### src/inc/trig_pkg.sv
package trig_pkg;

    // ------------------------------------------------------------
    // Register map (byte addresses)
    // ------------------------------------------------------------
    localparam logic [7:0] CTRL_OFS   = 8'h00;
    localparam logic [7:0] IRQGRP_OFS = 8'h04;
    localparam logic [7:0] STATUS_OFS = 8'h08;
    localparam logic [7:0] COUNT_OFS  = 8'h0C;
    localparam int         ADDR_W     = 8;

    // ------------------------------------------------------------
    // Field layout of the control register
    // ------------------------------------------------------------
    localparam int MODE_LSB   = 0;
    localparam int MODE_W     = 2;
    localparam int GATE_BIT   = 2;
    localparam int FILT_LSB   = 4;
    localparam int NUM_BLOCKS = 4;
    localparam int NUM_CH     = 16;
    localparam int CH_PER_BLK = 4;

    // ------------------------------------------------------------
    // Status layout
    // ------------------------------------------------------------
    localparam int ST_T1_BIT = 0;
    localparam int ST_T2_BIT = 1;

    // ------------------------------------------------------------
    // Reset values and bus answers
    // ------------------------------------------------------------
    localparam logic [1:0]  RESP_OKAY   = 2'b00;
    localparam logic [1:0]  RESP_SLVERR = 2'b10;
    localparam logic [31:0] ZERO_WORD   = 32'h0000_0000;
    localparam logic [15:0] IRQGRP_RST  = 16'h0000;
    localparam logic [3:0]  FILT_RST    = 4'h0;

    typedef enum logic [1:0] {
        MODE_OFF     = 2'b00,
        MODE_RISING  = 2'b01,
        MODE_FALLING = 2'b10
    } trig_mode_e;

endpackage : trig_pkg

### src/rtl/acquisition_trigger_start.sv
`timescale 1ns/100ps
module acquisition_trigger_start
    import trig_pkg::*;
(
    input  wire logic                  aclk,
    input  wire logic                  aresetn,
    input  wire logic                  trig_in1,
    input  wire logic                  trig_in2,
    output logic                       start_pulse,
    output logic [NUM_CH-1:0]          group_start,
    output logic [NUM_CH-1:0]          filter_en,
    input  wire logic [ADDR_W-1:0]     s_axi_awaddr,
    input  wire logic                  s_axi_awvalid,
    output logic                       s_axi_awready,
    input  wire logic [31:0]           s_axi_wdata,
    input  wire logic [3:0]            s_axi_wstrb,
    input  wire logic                  s_axi_wvalid,
    output logic                       s_axi_wready,
    output logic [1:0]                 s_axi_bresp,
    output logic                       s_axi_bvalid,
    input  wire logic                  s_axi_bready,
    input  wire logic [ADDR_W-1:0]     s_axi_araddr,
    input  wire logic                  s_axi_arvalid,
    output logic                       s_axi_arready,
    output logic [31:0]                s_axi_rdata,
    output logic [1:0]                 s_axi_rresp,
    output logic                       s_axi_rvalid,
    input  wire logic                  s_axi_rready
);
    // ------------------------------------------------------------
    // Configuration registers
    // ------------------------------------------------------------
    logic [MODE_W-1:0]     mode_reg;
    logic                  gate_reg;
    logic [NUM_BLOCKS-1:0] filt_reg;
    logic [NUM_CH-1:0]     irqgrp_reg;
    logic [31:0]           count_reg;
    logic                  start_reg;
    logic [NUM_CH-1:0]     group_reg;

    // ------------------------------------------------------------
    // Trigger input conditioning
    // ------------------------------------------------------------
    logic t1_level;
    logic t1_rise;
    logic t1_fall;
    logic t2_level;

    edge_sync u_sync1 (
        .aclk    (aclk),
        .aresetn (aresetn),
        .din     (trig_in1),
        .level   (t1_level),
        .rise    (t1_rise),
        .fall    (t1_fall)
    );

    edge_sync u_sync2 (
        .aclk    (aclk),
        .aresetn (aresetn),
        .din     (trig_in2),
        .level   (t2_level),
        .rise    (),
        .fall    ()
    );

    // ------------------------------------------------------------
    // Qualification
    // ------------------------------------------------------------
    wire mode_rise  = (mode_reg == MODE_RISING);
    wire mode_fall  = (mode_reg == MODE_FALLING);
    // Off and the unused code select no edge at all
    wire sel_edge   = (mode_rise & t1_rise) | (mode_fall & t1_fall);
    // Gate samples input two in the same cycle as the edge
    wire gate_ok    = ~gate_reg | t2_level;
    wire start_next = sel_edge & gate_ok;

    always_ff @(posedge aclk) begin
        if (!aresetn) begin
            start_reg <= 1'b0;
            group_reg <= IRQGRP_RST;
        end else begin
            start_reg <= start_next;
            group_reg <= start_next ? irqgrp_reg : IRQGRP_RST;
        end
    end

    assign start_pulse = start_reg;
    assign group_start = group_reg;

    // Each channel takes the setting of its block of four
    genvar gi;
    generate
        for (gi = 0; gi < NUM_CH; gi++) begin : g_filt
            assign filter_en[gi] = filt_reg[gi / CH_PER_BLK];
        end
    endgenerate

    // ------------------------------------------------------------
    // AXI4-Lite write path
    // ------------------------------------------------------------
    logic              aw_held_reg;
    logic              w_held_reg;
    logic [ADDR_W-1:0] awaddr_reg;
    logic [31:0]       wdata_reg;
    logic [3:0]        wstrb_reg;
    logic              bvalid_reg;
    logic [1:0]        bresp_reg;

    assign s_axi_awready = ~aw_held_reg & ~bvalid_reg;
    assign s_axi_wready  = ~w_held_reg & ~bvalid_reg;
    wire aw_fire = s_axi_awvalid & s_axi_awready;
    wire w_fire  = s_axi_wvalid & s_axi_wready;
    wire have_aw = aw_held_reg | aw_fire;
    wire have_w  = w_held_reg | w_fire;
    wire do_wr   = have_aw & have_w;
    wire [ADDR_W-1:0] wr_addr = aw_held_reg ? awaddr_reg : s_axi_awaddr;
    wire [31:0]       wr_data = w_held_reg ? wdata_reg : s_axi_wdata;
    wire [3:0]        wr_strb = w_held_reg ? wstrb_reg : s_axi_wstrb;
    wire wr_ctrl   = do_wr & (wr_addr == CTRL_OFS);
    wire wr_irqgrp = do_wr & (wr_addr == IRQGRP_OFS);
    wire wr_count  = do_wr & (wr_addr == COUNT_OFS);
    wire wr_ok     = (wr_addr == CTRL_OFS) | (wr_addr == IRQGRP_OFS)
                   | (wr_addr == COUNT_OFS) | (wr_addr == STATUS_OFS);

    always_ff @(posedge aclk) begin
        if (!aresetn) begin
            aw_held_reg <= 1'b0;
            w_held_reg  <= 1'b0;
            awaddr_reg  <= '0;
            wdata_reg   <= ZERO_WORD;
            wstrb_reg   <= 4'h0;
            bvalid_reg  <= 1'b0;
            bresp_reg   <= RESP_OKAY;
        end else begin
            if (aw_fire) awaddr_reg <= s_axi_awaddr;
            if (w_fire) begin
                wdata_reg <= s_axi_wdata;
                wstrb_reg <= s_axi_wstrb;
            end
            aw_held_reg <= have_aw & ~do_wr;
            w_held_reg  <= have_w & ~do_wr;
            if (do_wr) begin
                bvalid_reg <= 1'b1;
                bresp_reg  <= wr_ok ? RESP_OKAY : RESP_SLVERR;
            end else if (s_axi_bready) begin
                bvalid_reg <= 1'b0;
            end
        end
    end

    assign s_axi_bvalid = bvalid_reg;
    assign s_axi_bresp  = bresp_reg;

    // Settings only change on byte lanes software actually writes
    always_ff @(posedge aclk) begin
        if (!aresetn) begin
            mode_reg   <= MODE_OFF;
            gate_reg   <= 1'b0;
            filt_reg   <= FILT_RST;
            irqgrp_reg <= IRQGRP_RST;
        end else begin
            if (wr_ctrl && wr_strb[0]) begin
                mode_reg <= wr_data[MODE_LSB +: MODE_W];
                gate_reg <= wr_data[GATE_BIT];
                filt_reg <= wr_data[FILT_LSB +: NUM_BLOCKS];
            end
            if (wr_irqgrp && wr_strb[0]) irqgrp_reg[7:0]  <= wr_data[7:0];
            if (wr_irqgrp && wr_strb[1]) irqgrp_reg[15:8] <= wr_data[15:8];
        end
    end

    // Any write to the counter clears it; a same-cycle start still counts
    always_ff @(posedge aclk) begin
        if (!aresetn) begin
            count_reg <= ZERO_WORD;
        end else if (start_reg) begin
            count_reg <= wr_count ? 32'h0000_0001 : count_reg + 32'h0000_0001;
        end else if (wr_count) begin
            count_reg <= ZERO_WORD;
        end
    end

    // ------------------------------------------------------------
    // AXI4-Lite read path
    // ------------------------------------------------------------
    logic        rvalid_reg;
    logic [31:0] rdata_reg;
    logic [1:0]  rresp_reg;

    assign s_axi_arready = ~rvalid_reg;
    wire ar_fire = s_axi_arvalid & s_axi_arready;
    wire [31:0] ctrl_word = {24'h000000, filt_reg, 1'b0, gate_reg, mode_reg};
    wire [31:0] stat_word = {30'h00000000, t2_level, t1_level};
    wire rd_ok = (s_axi_araddr == CTRL_OFS) | (s_axi_araddr == IRQGRP_OFS)
               | (s_axi_araddr == STATUS_OFS) | (s_axi_araddr == COUNT_OFS);
    wire [31:0] rd_mux = (s_axi_araddr == CTRL_OFS)   ? ctrl_word :
                         (s_axi_araddr == IRQGRP_OFS) ? {16'h0000, irqgrp_reg} :
                         (s_axi_araddr == STATUS_OFS) ? stat_word :
                         (s_axi_araddr == COUNT_OFS)  ? count_reg : ZERO_WORD;

    always_ff @(posedge aclk) begin
        if (!aresetn) begin
            rvalid_reg <= 1'b0;
            rdata_reg  <= ZERO_WORD;
            rresp_reg  <= RESP_OKAY;
        end else if (ar_fire) begin
            rvalid_reg <= 1'b1;
            rdata_reg  <= rd_mux;
            rresp_reg  <= rd_ok ? RESP_OKAY : RESP_SLVERR;
        end else if (s_axi_rready) begin
            rvalid_reg <= 1'b0;
        end
    end

    assign s_axi_rvalid = rvalid_reg;
    assign s_axi_rdata  = rdata_reg;
    assign s_axi_rresp  = rresp_reg;
endmodule : acquisition_trigger_start

### src/rtl/edge_sync.sv
`timescale 1ns/100ps
module edge_sync
    import trig_pkg::*;
(
    input  wire logic aclk,
    input  wire logic aresetn,
    input  wire logic din,
    output logic      level,
    output logic      rise,
    output logic      fall
);
    // ------------------------------------------------------------
    // Two-stage synchroniser plus one history stage
    // ------------------------------------------------------------
    logic meta_reg;
    logic sync_reg;
    logic hist_reg;

    always_ff @(posedge aclk) begin
        if (!aresetn) begin
            meta_reg <= 1'b0;
            sync_reg <= 1'b0;
            hist_reg <= 1'b0;
        end else begin
            meta_reg <= din;
            sync_reg <= meta_reg;
            hist_reg <= sync_reg;
        end
    end

    // Edges compare consecutive synchronised samples only
    assign level = sync_reg;
    assign rise  = sync_reg & ~hist_reg;
    assign fall  = ~sync_reg & hist_reg;
endmodule : edge_sync
### config.mk
export PLATFORM = sky130hd
export DESIGN_NAME = acquisition_trigger_start
export DESIGN_NICKNAME = d
export VERILOG_FILES = /design/src/inc/trig_pkg.sv /design/src/rtl/acquisition_trigger_start.sv /design/src/rtl/edge_sync.sv
export SDC_FILE = /design/constraint.sdc
export NUM_CORES = 1
export LEC_CHECK = 0
export ABC_AREA = 1
export BUFFER_PORTS_ARGS = -buffer_cell sky130_fd_sc_hd__buf_2
export CORE_MARGIN = 3
export CORE_UTILIZATION = 47
export DETAILED_ROUTE_END_ITERATION = 8
export HOLD_SLACK_MARGIN = 0.05
export PLACE_DENSITY = 0.77
export SLEW_MARGIN = 40
export SYNTH_ARGS = -nofsm -noshare
export SYNTH_HDL_FRONTEND = slang
export SYNTH_SLANG_ARGS = --single-unit
### constraint.sdc
create_clock -name aclk -period 1.7 [get_ports aclk]
set_input_delay 0.085 -clock aclk [delete_from_list [all_inputs] [get_ports aclk]]
set_output_delay 0.085 -clock aclk [all_outputs]
set_load 0.01 [all_outputs]
==> metrics.txt <==
status=complete, no violations; power density over the cells=999 nW/µm²; Fin Setup TNS=0 ps; Final Util=0.619; Total Wirelength=16000 µm; R2R cell count=5; Crit Path Class=register to register; Post-DRT Antenna Nets=0; Die ar.=14700 µm²; Initial DRC Count=484; clock sinks=141; Skew-Pair Late Insertion Delay=420 ps; Synth Instances=891; Final setup viols=0; num rows=41; first-pass GRT wire length=26600 µm; FF-to-FF Start=s_axi_bvalid; endpoints failing hold=0; Req. time, crit path=2010 ps; Avg Cell Area, Syn=7.03 µm²; synthesis-stage register bit count=141; Clk network pwr share=0.497; Setup crit start kind=register; Post-Syn Area=6260 µm²; FF-to-FF setup slack=100 ps; # nets final=1093; register area share after synthesis=0.451; Max Transition Viols Final=0; share of power burned in registers=0.433; first drt pass iteration count=5; critical path capture point type=register; switching pwr=1.84 mW; worst clock skew=8.62 ps; Post-synth ARST share=0; largest net degree at the start of global routing=44; initial antenna violation count=0; switching share of power=0.232; number of I/O pins=135; fmax=626 MHz; post-route insts no fill=1216; height of the chip=121 µm; setup ws final=101 ps; Worst Hold Class=input pin to register; GR Overflow Total=0; area growth from synthesis to layout=26.8%; CTS tree=yes; RSZ-0062 raised after global routing=false; Min-Delay Path Depth=3; maximum fanout along the worst path=6; n_diodes=0; maximum root-to-sink buffer count=2; worst-case vdd ir drop=0.676 mV; min cycle time layout=1600 ps; number of synthesized flops with an enable pin=0; via count=6050; Initial Util=0.488; Die X=121 µm; CP arrival=1910 ps; yosys warns=0; H-tree lvl count=4; I/O Buffers=114; GP Congestion=0.884; Overall Global Routing Usage=0.224; Post-synth top flop=dfxtp_1; Leak=3.48 nW; core box area=12800 µm²; worst r2r dst=wstrb_reg[0]; Vias/cell=4.98; Routed WL per cell=13.2 µm; post-DP HPWL=10700 µm; DRC=0; clock slew at reported path FFs=60 ps; hold endpoint=mode_reg[1]; number of global-route vias before repair=5552; Yosys cell types=42; min-delay src=aresetn; root buf cell=clkbuf_16; Comb pwr share=0.071; pre-CTS WS=89.6 ps; Int Power=6.10 mW; share of cells above drive strength 1=0.197; total CTS buffers=17; period utilisation layout=0.940; post-placement cell count=1148; max_cap viols=0
## metrics by stage
stage	total power [mW]	hold slack [ps]	instance area (µm²)
2_1_floorplan	3.82	183	6270
3_3_place_gp	3.97	285	6920
3_5_place_dp	3.98	282	6920
4_1_cts	7.96	59.7	7910
5_1_grt	8.21	84.2	7940
6_report	7.94	71.9	7940
## power by group through the flow
| stage | Sequential, mW | Clock, mW | Combinational (mW) |
|---|---|---|---|
| floorplan | 3.50 | 0 | 0.327 |
| global placement | 3.50 | 0 | 0.474 |
| detailed placement | 3.50 | 0 | 0.480 |
| CTS | 3.43 | 3.98 | 0.548 |
| global route | 3.44 | 4.13 | 0.632 |
| finish | 3.43 | 3.94 | 0.560 |
## cells in the mapped netlist, types with 3 or more instances
library cell,count,share of area
nand4_1,10,0.010
nand2_1,203,0.12
o22ai_1,5,0.0050
nand2_2,10,0.010
nor3_1,11,0.0088
o21ai_2,4,0.0056
xor2_1,5,0.0070
nor2_4,3,0.0054
inv_2,8,0.0048
a21oi_1,77,0.062
buf_2,8,0.0064
buf_4,17,0.020
nor2_2,4,0.0040
nor2_1,124,0.074
nand3_1,47,0.038
inv_1,103,0.062
o21ai_1,3,0.0024
clkbuf_1,15,0.0090
nor3b_1,3,0.0036
buf_1,4,0.0024
o21ai_0,61,0.049
dfxtp_1,141,0.45
## per-layer routing
metal / up-vias / track usage / part of all wire
met5: - / 0 / 0
met4: 0 / 0.0728 / 0.017
met3: 30 / 0.0503 / 0.075
met2: 209 / 0.354 / 0.45
met1: 2718 / 0.305 / 0.46
li1: 3093 / - / -
## worst max path at each step
stage | startpoint | to | slack, ps | depth (start not counted)
after floorplan | count_reg[0] | count_reg[22] | 280 | 8
after global routing | count_reg[1] | count_reg[22] | 6 | 8
after global placement | count_reg[1] | count_reg[22] | 140 | 8
final | s_axi_bvalid | wstrb_reg[0] | 100 | 5
after CTS | count_reg[1] | count_reg[22] | 60 | 8
after detailed placement | count_reg[1] | count_reg[22] | 90 | 8
## final cells by class
class | instances | area (µm²)
fillers | 1130 | 4880
inverters | 113 | 430
well taps | 172 | 215
flip-flops and latches | 141 | 2820
clock inverters | 14 | 193
clock buffers | 18 | 439
multi-input cells | 592 | 2780
repair buffers | 166 | 1060
## critical path, stage by stage, from the launching register on
cell           delay, ps
dfxtp_1              380
nor2_2               170
nand2_1              140
o21ai_1              180
a21oi_1               70
dlygate4sd3_1        560
## layout by cell type (no fill, tap or decap), drive strengths merged
cell type / netlist / final
a22o: 1 / 1
dfxtp: 141 / 141
nand4: 11 / 11
nand3: 50 / 50
xnor2: 1 / 1
o21a: 2 / 2
inv: 111 / 112
nor3b: 3 / 3
xor2: 5 / 5
clkinv: 2 / 8
clkinvlp: 0 / 3
buf: 31 / 131
dlygate4sd3: 0 / 35
nor2: 131 / 131
o22ai: 5 / 5
a21oi: 78 / 78
nand2: 214 / 214
ha: 1 / 1
nor3: 13 / 13
clkbuf: 15 / 18
or2: 2 / 2
mux2i: 1 / 1
a211oi: 2 / 2
conb: 1 / 2
nand3b: 2 / 2
o21ai: 68 / 68
bufinv: 0 / 4
## cells by family after synthesis
kind of cell               count (synthesis)  share of synthesized area
and+or+nand+nor                          426                      0.295
buffers and inverters                    159                      0.110
AOI/OAI and AO/OA                        156                      0.132
DFF                                      141                      0.451
xor gates and xnor gates                   6                    0.00839
adders and majority gates                  1                    0.00200
other                                      1                   0.000599
muxes                                      1                    0.00160
## repair_timing
action	CTS	global route
setup endpoints to repair	0	12
setup buffers	0	1
hold buffers	35	0
endpoints found under the hold margin	34	0
resized for setup	0	12
Power figures use the tool's default switching activity.
